**src/hw/sram_host_map.svh**
```systemverilog
// Timing counts, widths and pin levels for the asynchronous static memory host port.
// Assumes a single 100 MHz clock; all counts are whole cycles of that clock.
`ifndef SRAM_HOST_MAP_SVH
`define SRAM_HOST_MAP_SVH

`define SRAM_ADDR_W          19
`define SRAM_DATA_W          16
`define SRAM_LANE_W          8
`define SRAM_TMR_W           4

`define SRAM_CLK_NS          10
`define SRAM_CYC(ns)         (((ns) + `SRAM_CLK_NS - 1) / `SRAM_CLK_NS)

// Minimum and maximum figures for the 45 ns grade, in nanoseconds.
`define SRAM_T_AA_NS         45
`define SRAM_T_RC_NS         45
`define SRAM_T_SD_NS         25
`define SRAM_T_HZWE_NS       18
`define SRAM_T_PWE_NS        35
`define SRAM_T_HZOE_NS       18

// The strobe pulse covers set-up plus strobe-to-float rather than the pulse width.
`define SRAM_WR_PULSE_NS     (`SRAM_T_SD_NS + `SRAM_T_HZWE_NS)
`define SRAM_RD_CYC          `SRAM_CYC(`SRAM_T_AA_NS)
`define SRAM_WR_CYC          `SRAM_CYC(`SRAM_WR_PULSE_NS)
`define SRAM_TURN_CYC        `SRAM_CYC(`SRAM_T_HZOE_NS)

`define SRAM_LANES_OFF       2'h3

`endif

```
**src/hw/sram_host_pkg.sv**
```systemverilog
// Types shared by the static memory host port.
// Assumes the constant header is on the include path.
`include "sram_host_map.svh"

package sram_host_pkg;

  typedef struct packed {
    logic                      write;
    logic [`SRAM_ADDR_W-1:0]   addr;
    logic [`SRAM_DATA_W-1:0]   wdata;
    logic [1:0]                lane_en;
  } host_req_t;

  typedef struct packed {
    logic [`SRAM_ADDR_W-1:0]   addr;
    logic                      primary_select_n;
    logic                      secondary_select;
    logic                      write_strobe_n;
    logic                      output_gate_n;
    logic                      upper_lane_en_n;
    logic                      lower_lane_en_n;
  } sram_ctl_t;

  typedef enum logic [2:0] {
    ST_IDLE     = 3'h0,
    ST_RD_WAIT  = 3'h1,
    ST_RD_END   = 3'h3,
    ST_TURN     = 3'h2,
    ST_WR_SETUP = 3'h4,
    ST_WR_PULSE = 3'h5,
    ST_WR_HOLD  = 3'h7
  } host_state_t;

endpackage

```
**src/hw/sram_host_timer.sv**
```systemverilog
// Down counter that times the read wait, write pulse and turnaround phases of a memory cycle.
// Assumes the controller loads it on the edge that enters a timed phase.
`timescale 1ns/1ps
`include "sram_host_map.svh"

module sram_host_timer (
  input  wire logic                   mclk,
  input  wire logic                   rst_b,
  input  wire logic                   load,
  input  wire logic [`SRAM_TMR_W-1:0] load_value,
  output logic                        done
);

  logic [`SRAM_TMR_W-1:0] count;

  always_ff @(posedge mclk or negedge rst_b) begin
    if (!rst_b) begin
      count <= 4'h0;
    end else if (load) begin
      count <= load_value;
    end else if (count != 4'h0) begin
      count <= count - 4'h1;
    end
  end

  assign done = (count == 4'h0);

endmodule

```
**src/hw/sram_host_ctrl.sv**
```systemverilog
// Host controller that runs read and write cycles on an asynchronous static memory.
// Assumes the memory pins are wired straight to these ports and data_in is already synchronous.
`timescale 1ns/1ps
`include "sram_host_map.svh"

module sram_host_ctrl (
  input  wire logic                    mclk,
  input  wire logic                    rst_b,
  input  wire logic                    req_valid,
  input  sram_host_pkg::host_req_t     req,
  output logic                         req_ready,
  output logic                         rsp_valid,
  output logic [`SRAM_DATA_W-1:0]      rsp_data,
  output sram_host_pkg::sram_ctl_t     mem_ctl,
  output logic [`SRAM_DATA_W-1:0]      data_out,
  output logic                         data_oe,
  input  wire logic [`SRAM_DATA_W-1:0] data_in
);
  import sram_host_pkg::*;

  // ------------------------------------------------------------------
  // Pin levels for each state
  // ------------------------------------------------------------------

  function automatic sram_ctl_t pins_for(input host_state_t st, input host_req_t r);
    sram_ctl_t p;
    p.addr             = r.addr;
    p.primary_select_n = 1'b1;
    p.secondary_select = 1'b0;
    p.write_strobe_n   = 1'b1;
    p.output_gate_n    = 1'b1;
    p.upper_lane_en_n  = 1'b1;
    p.lower_lane_en_n  = 1'b1;
    if (st != ST_IDLE && st != ST_TURN) begin
      // Address, selects and lanes move on the same edge.
      p.primary_select_n = 1'b0;
      p.secondary_select = 1'b1;
      p.upper_lane_en_n  = ~r.lane_en[1];
      p.lower_lane_en_n  = ~r.lane_en[0];
    end
    if (st == ST_RD_WAIT || st == ST_RD_END) begin
      p.output_gate_n = 1'b0;
    end
    // Only the pulse state pulls the strobe low, so reads keep it high.
    if (st == ST_WR_PULSE) begin
      p.write_strobe_n = 1'b0;
    end
    return p;
  endfunction

  function automatic logic drives_bus(input host_state_t st);
    return (st == ST_WR_SETUP) || (st == ST_WR_PULSE) || (st == ST_WR_HOLD);
  endfunction

  // ------------------------------------------------------------------
  // Sequencer
  // ------------------------------------------------------------------

  host_state_t              state;
  host_state_t              next_state;
  host_req_t                cur;
  logic                     wr_pend;
  logic                     tmr_done;
  logic                     tmr_load;
  logic [`SRAM_TMR_W-1:0]   tmr_value;

  wire logic      accept     = req_valid && req_ready;
  wire host_req_t next_cur   = accept ? req : cur;
  wire logic      next_pend  = (state == ST_RD_END) ? (accept && req.write)
                             : ((state == ST_TURN) ? wr_pend : 1'b0);
  wire logic      rd_capture = (state == ST_RD_WAIT) && tmr_done;
  wire logic [`SRAM_DATA_W-1:0] lane_mask =
    {{`SRAM_LANE_W{cur.lane_en[1]}}, {`SRAM_LANE_W{cur.lane_en[0]}}};

  always_comb begin
    next_state = state;
    unique case (state)
      ST_IDLE: begin
        if (accept) begin
          next_state = req.write ? ST_WR_SETUP : ST_RD_WAIT;
        end
      end
      ST_RD_WAIT: begin
        if (tmr_done) begin
          next_state = ST_RD_END;
        end
      end
      ST_RD_END: begin
        // A read follows with selects held; anything else releases the bus first.
        if (accept && !req.write) begin
          next_state = ST_RD_WAIT;
        end else begin
          next_state = ST_TURN;
        end
      end
      ST_TURN: begin
        if (tmr_done) begin
          next_state = wr_pend ? ST_WR_SETUP : ST_IDLE;
        end
      end
      ST_WR_SETUP: begin
        next_state = ST_WR_PULSE;
      end
      ST_WR_PULSE: begin
        if (tmr_done) begin
          next_state = ST_WR_HOLD;
        end
      end
      ST_WR_HOLD: begin
        next_state = ST_IDLE;
      end
      default: begin
        next_state = ST_IDLE;
      end
    endcase
  end

  assign tmr_load = (next_state != state || state == ST_RD_END)
                 && (next_state == ST_RD_WAIT || next_state == ST_WR_PULSE
                  || next_state == ST_TURN);

  // The strobe pulse length covers set-up plus strobe-to-float.
  assign tmr_value = (next_state == ST_RD_WAIT)  ? 4'(`SRAM_RD_CYC - 1)
                   : (next_state == ST_WR_PULSE) ? 4'(`SRAM_WR_CYC - 1)
                   : 4'(`SRAM_TURN_CYC - 1);

  sram_host_timer u_timer (
    .mclk       (mclk),
    .rst_b      (rst_b),
    .load       (tmr_load),
    .load_value (tmr_value),
    .done       (tmr_done)
  );

  always_ff @(posedge mclk or negedge rst_b) begin
    if (!rst_b) begin
      state   <= ST_IDLE;
      cur     <= '0;
      wr_pend <= 1'b0;
    end else begin
      state   <= next_state;
      cur     <= next_cur;
      wr_pend <= next_pend;
    end
  end

  // ------------------------------------------------------------------
  // Registered pins and answers
  // ------------------------------------------------------------------

  always_ff @(posedge mclk or negedge rst_b) begin
    if (!rst_b) begin
      mem_ctl  <= '{addr: '0, primary_select_n: 1'b1, secondary_select: 1'b0,
                    write_strobe_n: 1'b1, output_gate_n: 1'b1, upper_lane_en_n: 1'b1,
                    lower_lane_en_n: 1'b1};
      data_out <= 16'h0000;
      data_oe  <= 1'b0;
    end else begin
      mem_ctl  <= pins_for(next_state, next_cur);
      // Data is held through the hold state past the strobe's rising edge.
      data_out <= next_cur.wdata;
      // The gate is high whenever the bus is driven, and turn states follow reads.
      data_oe  <= drives_bus(next_state);
    end
  end

  always_ff @(posedge mclk or negedge rst_b) begin
    if (!rst_b) begin
      req_ready <= 1'b1;
      rsp_valid <= 1'b0;
      rsp_data  <= 16'h0000;
    end else begin
      req_ready <= (next_state == ST_IDLE) || (next_state == ST_RD_END);
      rsp_valid <= rd_capture;
      if (rd_capture) begin
        rsp_data <= data_in & lane_mask;
      end
    end
  end
endmodule

```
**config.mk**
```make
export PLATFORM = sky130hd
export DESIGN_NAME = sram_host_ctrl
export DESIGN_NICKNAME = d
export VERILOG_FILES = /design/src/hw/sram_host_pkg.sv /design/src/hw/sram_host_timer.sv /design/src/hw/sram_host_ctrl.sv
export VERILOG_INCLUDE_DIRS = /design/src /design/src/hw
export SDC_FILE = /design/constraint.sdc
export NUM_CORES = 1
export LEC_CHECK = 0
export BUFFER_PORTS_ARGS = -buffer_cell sky130_fd_sc_hd__buf_2
export CAP_MARGIN = 10
export CORE_AREA = 2 2 93 95
export CTS_BUF_LIST = sky130_fd_sc_hd__clkbuf_16
export DETAILED_ROUTE_END_ITERATION = 16
export DIE_AREA = 0 0 95 97
export GPL_TIMING_DRIVEN = 1
export PLACE_DENSITY = 0.65
export SLEW_MARGIN = 20
export SYNTH_ARGS = -nofsm -noshare
export SYNTH_HDL_FRONTEND = slang
export SYNTH_SLANG_ARGS = --single-unit
```
**constraint.sdc**
```tcl
create_clock -name mclk -period 2.3 [get_ports mclk]
set_input_delay 0 -clock mclk [delete_from_list [all_inputs] [get_ports mclk]]
set_output_delay 0 -clock mclk [all_outputs]
set_load 0.005 [all_outputs]
```
Word level (Yosys, flattened, before mapping)
Index checks and enable logic that the tools add are counted.
{"block": "op_classes", "muxes": 19, "reduce_logical": 20, "n_eq_ne": 14, "bitwise_logic": 3, "addsub": 1}
{"cell": "3-bit 2-to-1 mux", "n": 8}
{"cell": "3-bit case mux with 6 select lines", "n": 1}
{"cell": "16-bit bitwise AND", "n": 1}
{"cell": "3-bit equality test, second input constant", "n": 5}
{"cell": "3-bit by 2-bit equality test with 1-bit output, second input constant", "n": 4}
{"cell": "2-bit 2-to-1 mux", "n": 4}
{"cell": "4-bit 2-to-1 mux", "n": 2}
{"cell": "1-bit logical OR", "n": 7}
{"cell": "3-bit by 1-bit equality test with 1-bit output, second input constant", "n": 2}
{"cell": "1-bit logical AND", "n": 6}
{"cell": "3-bit zero test", "n": 2}
{"cell": "4-bit zero test", "n": 1}
{"cell": "1-bit 2-to-1 mux", "n": 4}
{"cell": "4-bit nonzero test", "n": 1}
{"cell": "4-bit by 1-bit subtractor with 4-bit output, second input constant", "n": 1}
{"cell": "3-bit by 2-bit inequality test with 1-bit output, second input constant", "n": 1}
{"cell": "3-bit inequality test", "n": 1}
{"cell": "3-bit nonzero test", "n": 1}
{"cell": "2-bit by 1-bit inequality test with 1-bit output, second input constant", "n": 1}
{"cell": "1-bit inverter", "n": 2}
{"cell": "2-bit nonzero test", "n": 1}
{"cell": "1-bit zero test", "n": 1}
{"block": "totals", "out_inout_bits": 60, "ff_bits": 70, "wordCells": 73, "inputBits": 57}

Depth between registers and ports, before layout
Gate-level depths: netlist (run 1).
{"block": "depth", "depth_word": 9, "mapped_depth": 7}

Modules after synthesis
Synthesis (run 1) repeated with hierarchy kept, for this count alone.
{"block": "hier_totals", "cells_unflattened": 259, "area_unflattened_um2": 3106.7}
{"module": "sram_host_ctrl", "instances": 1, "area_each_um2": 2872.8, "cells_per_inst": 237}
{"module": "sram_host_timer", "instances": 1, "area_each_um2": 234.0, "cells_per_inst": 22}

Worst setup path after synthesis (run 1)
Ideal clock, no wire load.
{"block": "synth_path", "path_kind": "flip-flop to flip-flop", "from": "register u_timer.count[0]", "to": "register rsp_data[10]", "setup_time_ns": 0.125, "path_stages_with_launch": 8, "n_path_buf": 2, "arrival_time_ns": 1.536, "path_slack_ns": 0.638, "path_cell_list": "dfrtp_1 -> inv_1 -> ha_1 -> nor3b_4 -> nand3_1 -> buf_2 -> buf_4 -> mux2i_1"}
{"block": "synth_between", "elab_chain_cells": 2}
{"element": "start: declaration", "line_no": "sram_host_timer.sv:14", "source": "logic [`SRAM_TMR_W-1:0] count;"}
{"element": "start signal: assignment", "line_no": "sram_host_timer.sv:20", "source": "count <= load_value;"}
{"element": "start signal: assignment", "line_no": "sram_host_timer.sv:22", "source": "count <= count - 4'h1;"}
{"element": "4-bit zero test", "line_no": "sram_host_timer.sv:26", "source": "assign done = (count == 4'h0);"}
{"element": "1-bit logical AND", "line_no": "sram_host_ctrl.sv:71", "source": "wire logic rd_capture = (state == ST_RD_WAIT) && tmr_done;"}
{"element": "end signal: assignment", "line_no": "sram_host_ctrl.sv:176", "source": "rsp_data <= data_in & lane_mask;"}
{"element": "end: declaration", "line_no": "sram_host_ctrl.sv:13", "source": "output logic [`SRAM_DATA_W-1:0] rsp_data,"}
No other way between the ends.
A chain may end at the register's enable or synchronous reset.

Worst setup path after layout (run 1)
{"block": "layout_path", "from": "register u_timer.count[0]", "to": "register mem_ctl[4] (netlist bit)"}
{"block": "layout_between", "elab_chain_cells": 6}
{"element": "4-bit zero test *", "line_no": "sram_host_timer.sv:26"}
{"element": "3-bit 2-to-1 mux, on equally long branches", "line_no": "sram_host_ctrl.sv:105, sram_host_ctrl.sv:84, sram_host_ctrl.sv:97"}
{"element": "3-bit case mux with 6 select lines *", "line_no": "sram_host_ctrl.sv:77", "source": "unique case (state)"}
{"element": "3-bit by 2-bit inequality test with 1-bit output / 3-bit nonzero test (equally long branches)", "line_no": "sram_host_ctrl.sv:34", "source": "if (st != ST_IDLE && st != ST_TURN) begin"}
{"element": "1-bit logical AND *", "line_no": "sram_host_ctrl.sv:34"}
{"element": "2-bit 2-to-1 mux *", "line_no": "sram_host_ctrl.sv:34"}
{"element": "end signal: assignment", "line_no": "sram_host_ctrl.sv:153", "source": "mem_ctl <= '{addr: '0, primary_select_n: 1'b1, secondary_select: 1'b0,"}
{"element": "end signal: assignment", "line_no": "sram_host_ctrl.sv:159", "source": "mem_ctl <= pins_for(next_state, next_cur);"}
{"element": "end: declaration", "line_no": "sram_host_ctrl.sv:14", "source": "output sram_host_pkg::sram_ctl_t mem_ctl,"}
Every way passes the cells marked *; elsewhere a longest branch is shown, timed or not.

==> results of run 1 <==
[cells in the final DEF, fill, tap and decap left out, types with 2 or more instances in the layout]
cell type,count
buf_4,2
buf_2,116
inv_1,22
nand3_1,3
or4bb_1,2
nor2_1,6
dlygate4sd3_1,55
dfstp_2,6
nand3b_1,3
mux2i_1,19
nand2_1,19
nor3_1,2
o32ai_1,2
clkbuf_16,9
nor2b_1,2
clkinv_1,2
and2_1,2
bufinv_16,4
mux2_2,37
o21ai_0,5
a21oi_1,5
o21ai_1,2
dfrtp_1,64
[cell families (layout without fill, tap and decap cells)]
kind of cell    Yosys count  in the layout
flops                    70             70
simple gates             45             45
mux                      56             56
fa+ha+maj                 1              1
compound gates           22             22
buf+inv                  68            212
xor+xnor                  1              1
[state kept, by name, summed over array words and instances (netlist names)]
register and flops:
cur 2, data_oe 1, data_out 16, mem_ctl 25
req_ready 1, rsp_data 16, rsp_valid 1, state 3
u_timer.count 4, wr_pend 1
[timing repair]
action                                 CTS  global route
buffers inserted                         0             0
endpoints found under the hold margin   81             0
hold buffers                            55             0
[path summary, 6_finish.rpt]
check,startpoint,endpoint,slack (ns),cells past startpoint
setup / recovery,u_timer.count[0],mem_ctl[4],0.51,5
hold / removal,req_valid,state[0],0.11,3
setup reg to reg,u_timer.count[0],mem_ctl[4],0.51,5
hold reg to reg,mem_ctl[20],mem_ctl[20],0.50,1
max in group asynchronous,rst_b,rsp_data[7],1.34,3
min in group asynchronous,rst_b,data_out[14],0.29,2
[power groups by stage]
stage | registers, mW | clock network [mW] | logic (mW)
after global placement | 2.21 | 0 | 1.80
after detailed placement | 2.22 | 0 | 1.86
after floorplan | 2.08 | 0 | 1.64
final | 2.21 | 1.66 | 1.91
after CTS | 2.20 | 1.70 | 1.93
after global routing | 2.29 | 1.77 | 2.12
[layer usage]
metal	routed length (um)	GRT usage (%)
met2	3600	27.0
met4	89	6.35
met3	486	4.75
met1	2980	19.1
met5	0	0
[worst register-to-register path, cell delays in order (launching register included)]
cell	delay, ns
dfrtp_1	0.41
inv_1	0.09
ha_1	0.26
or4b_4	0.54
o32ai_4	0.29
or2_1	0.14
[final cells by class]
cell class	instances	area, sq um
clock buffers	9	225
well taps	105	131
multi-input cells	125	1040
fillers	645	3590
flip-flops and latches	70	1760
clock inverters	7	136
inverters	22	82.6
repair buffers	174	1170
==> qor.txt, run 1 <==
Largest net degree at the start of global routing: 40
Critical path capture point type: register
P per Cell Area: 1270 nW/um^2
Antenna Nets Post-Route: 0
Die width: 95 um
Total GRT Usage: 16.1%
GP Congestion: 0.883
Diodes inserted: 0
Main synth FF type: dfrtp_1
Drt pass-1 iters: 4
Dpl ws: 0.528 ns
Worst clock skew: 0.00643 ns
Total global routing overflow: 0
Syn avg cell area: 12.2 sq um
Crit-path max FO: 6
CTS tree: built
Post-synth top cells: dfrtp_1 (64), mux2_2 (37), buf_4 (36), inv_1 (22)
Clock power share: 28.8%
XOR/XNOR Fraction of Synth Area: 0.273%
Worst-case clock buffer depth: 2
Top Family by Delay on Critical Path: simple AND/OR/NAND/NOR gates
Comb pwr share: 33.0%
Final non-filler cell total: 512
Post-detail-place hpwl: 4570 um
Outcome: finished, final reports clean
EDFF count, synth: 0
Die area: 9220 sq um
Via density: 4.58
Proportion of layout cells with a drive suffix above 1: 44.0%
Initial antenna violation count: 0
Worst path max stage delay: 0.54 ns
Layout area overhead: 41.7%
Wire length per cell: 14.0 um
Final Cycle Share: 77.7%
Final Slew Violations: 0
Compound-Gate Fraction of Synth Area: 5.00%
Main combinational cell family by area after synthesis: multiplexers
CP cell instances: inv_1, ha_1, or4b_4, o32ai_4, or2_1
Core area: 8130 sq um
Synth top area cells: dfrtp_1 (50%), mux2_2 (13%), buf_4 (8.4%), mux2i_1 (5.9%), dfstp_2 (4.9%)
TritonCTS Buffers: 9
Die Height: 97 um
RSZ-0062 raised after global routing: false
Placed Cells: 441
WS Path Type: register to register
Post-route setup slack: 0.512 ns
Most numerous cell in the Yosys netlist: dfrtp_1
Ys Warns: 0
CTS root buf: clkbuf_16
Arr. time, crit path: 2.05 ns
Post-CTS sizing: 0
Layout Nets: 460
Routed vias: 2346
Design area: 4540 sq um
Sw Share: 29.6%
Post-Syn Instances: 263
Initial DRC Count: 45
Setup TNS: 0 ns
Placed cell area: 3630 sq um
Hold slack final: 0.111 ns
Setup violators final: 0
Syn nets: 321
Final Hold Fails: 0
Flop pwr share: 38.3%
Seq/Total Area, Yosys: 54.9%
Post-synthesis mux area share: 18.9%
Peak Freq: 559 MHz
Max-cap viol count: 0
Slowest-stage cell, CP: or4b_4
First-pass GRT wire length: 11500 um
CTS H-tree lvls: 3
Post-synthesis simple-gate area fraction: 7.81%
Post-synthesis adder-cell area fraction: 0.391%
Tmin final: 1.79 ns
Worst Path Buf+Inv: 1
CTS Sinks: 70
Yosys cell types: 37
Worst-Skew Late Latency: 0.32 ns
Clk slew on worst S/H paths: 0.05 ns
Yosys reg bits: 70
Row count: 33
P_sw: 1.71 mW
DRC viols: 0
Power Total: 5.78 mW
Area leader, netlist: dfrtp_1
Number of global-route vias before repair: 2429
Maximum vdd ir drop: 0.472 mV
Area share of the largest cell type after synthesis: 50.0%
Initial core utilization: 39.4%
WP data required: 2.56 ns
Async SR Flop Fraction: 100%
I/O pins: 117
Min-Delay Path Class: primary input to register
Port Buffer Count: 116
Util after Layout: 55.8%
CP Launch Type: register
Slew @ Worst Pin: 0.757 ns
Int Pwr: 4.07 mW
Routed WL: 7150 um
Leak: 2.28 nW
Post-synthesis cell area: 3200 sq um
Slew HR: 49.5%
(Power assumes the default switching activity.)
==> run 2: changes to the inputs <==
- clock period: 2.3 -> 1.8 ns (I/O delays scaled with it)
==> run 2 against run 1 <==
First-iteration DRC count increased by 98%. Final area is 0.17% higher. Largest cell class unchanged. Final cell count grew 1.2%. Utilization up 0.092 points. Sequential power rose by 24%.
==> qor.txt, run 2 (synthesis results as in run 1) <==
Commonest non-fill, non-tap cell in the layout: buf_2
CTS tree: built
Top sig layer: met4
WS Path Type: register to register
Metal-1 WL: 2940 um (-1.3%)
Total GRT Usage: 15.5% (-0.56 points)
Core area: 8130 sq um (unchanged)
Routed WL: 7060 um (-1.3%)
Row count: 33 (unchanged)
Peak Freq: 580 MHz (+3.8%)
Final Hold Fails: 0 (unchanged)
Met3 WL: 550 um (+13%)
Leak: 2.29 nW (+0.46%)
Critical path depth: 5 (unchanged)
CP Launch Point: u_timer.count[0]
Worst-case clock buffer depth: 2 (unchanged)
Number of flip-flops in the largest register: 25 (unchanged)
Initial core utilization: 39.4% (unchanged)
Largest net degree at the start of global routing: 71 (+78%)
Outcome: finished, final reports clean
Routed vias: 2334 (-0.51%)
Total global routing overflow: 0 (unchanged)
Largest regs: mem_ctl x25, data_out x16, rsp_data x16
Worst setup path endpoint: mem_ctl[4]
Setup violators final: 0 (unchanged)
Via density: 4.51 (-1.7%)
Number of global-route vias before repair: 2382 (-1.9%)
Post-detail-place hpwl: 4450 um (-2.7%)
Slew HR: 75.2% (+26 points)
I/O pins: 117 (unchanged)
Port Buffer Count: 116 (unchanged)
Die area: 9220 sq um (unchanged)
First-pass GRT wire length: 11100 um (-3.0%)
Antenna Nets Post-Route: 0 (unchanged)
Layout area overhead: 42.0%
Worst path max stage delay: 0.54 ns (about the same)
Min-Delay Path Class: primary input to register
GP Congestion: 0.803 (-9.0%)
Tmin final: 1.72 ns (-0.0649 ns)
Power Total: 7.23 mW (+25%)
Slowest-stage cell, CP: or4b_4
CP Launch Type: register
Routed wl met2: 3490 um (-3.1%)
TritonCTS Buffers: 9 (unchanged)
P per Cell Area: 1590 nW/um^2 (+25%)
CTS Sinks: 70 (unchanged)
Top Family by Delay on Critical Path: simple AND/OR/NAND/NOR gates
Crit-path max FO: 6 (unchanged)
CTS H-tree lvls: 3 (unchanged)
Drt pass-1 iters: 4 (unchanged)
Most frequent cells in the layout: buf_2 (116), dfrtp_1 (64), dlygate4sd3_1 (55)
Slew @ Worst Pin: 0.373 ns (-0.384 ns)
Layout Nets: 466 (+1.3%)
Worst-Skew Late Latency: 0.32 ns (about the same)
Largest Register: mem_ctl
Initial antenna violation count: 0 (unchanged)
Max-cap viol count: 0 (unchanged)
Proportion of layout cells with a drive suffix above 1: 45.3% (+1.3 points)
Post-CTS sizing: 0 (unchanged)
Setup TNS: 0 ns (unchanged)
R2R Setup Slk: 0.08 ns (-0.44 ns)
Final Slew Violations: 0 (unchanged)
CP cell instances: inv_1, ha_1, or4b_4, o32ai_4, or2_1
RSZ-0062 raised after global routing: false
Hold slack final: 0.103 ns (-0.00861 ns)
Die Height: 97 um (unchanged)
Final Cycle Share: 95.7% (+18 points)
R2R depth: 5 (unchanged)
Clk slew on worst S/H paths: 0.06 ns (about the same)
Die width: 95 um (unchanged)
Initial DRC Count: 89 (+98%)
Maximum vdd ir drop: 0.615 mV (+30%)
Worst clock skew: 0.00472 ns (-0.00171 ns)
WP data required: 2.06 ns (-0.50 ns)
Critical path capture point type: register
Arr. time, crit path: 1.98 ns (-0.07 ns)
CTS root buf: clkbuf_16
DRC viols: 0 (unchanged)
FF-to-FF Start: u_timer.count[0]
Wire length per cell: 13.6 um (-2.5%)
Diodes inserted: 0 (unchanged)
Worst Path Buf+Inv: 1 (unchanged)
Reg-to-reg endpoint: mem_ctl[4]
## run 2: changes by cell type in the layout (fill, tap and decap cells not counted), sizes merged
cell and change:
clkinvlp +1, buf +6, clkinv +1, bufinv -2
## run 2: tightest hold or removal path: stages
cell and delay [ns]:
buf_2 0.13, or4bb_1 0.19, a2bb2oi_1 0.07
## run 2: timing repair
action / 4_1_cts / 5_1_grt
endpoints found under the setup margin: 0 / 1
buffers inserted: 0 / 1
hold endpoints to repair: 120 / 0
hold buffers: 55 / 0
## run 2: final cells by class
class / instances / area (sq um)
tap: 105 / 131
sequential: 70 / 1760
multi-input combinational: 125 / 1040
clock buffer: 9 / 225
clock inverter: 7 / 98.8
fill: 679 / 3590
inverter: 22 / 82.6
timing repair buffer: 180 / 1210
## run 2: through the flow
stage | setup slack (ns) | std cells | cell area, sq um | util [%]
detailed placement | 0.0977 | 446 | 3660 | 45.1
CTS | 0.0865 | 517 | 4540 | 55.8
floorplan | 0.138 | 263 | 3200 | -
global route | 0.0230 | 518 | 4550 | 55.9
global placement | 0.153 | 446 | 3660 | 45.1
finish | 0.0771 | 518 | 4550 | 55.9
## run 2: power by group
part           switching [mW]  internal, mW  leakage (nW)
Sequential              0.420          2.33         0.849
Combinational            1.15          1.45          1.28
Clock                   0.662          1.22         0.156
Total                    2.23          5.00          2.29
## run 2: worst min path at each step
stage / startpoint / endpoint / depth (start not counted)
2_1_floorplan: rst_b / cur[0] / 0
3_3_place_gp: rst_b / data_out[14] / 2
5_1_grt: req_valid / state[0] / 3
3_5_place_dp: rst_b / data_out[14] / 2
4_1_cts: req_valid / state[0] / 3
6_report: req_valid / state[0] / 3
## run 2: per-layer routing
layer / up-vias / global-route usage [%]
li1: 1136 / -
met1: 1095 / 18.1
met2: 91 / 26.2
met3: 12 / 4.52
met4: 0 / 6.35
met5: - / 0
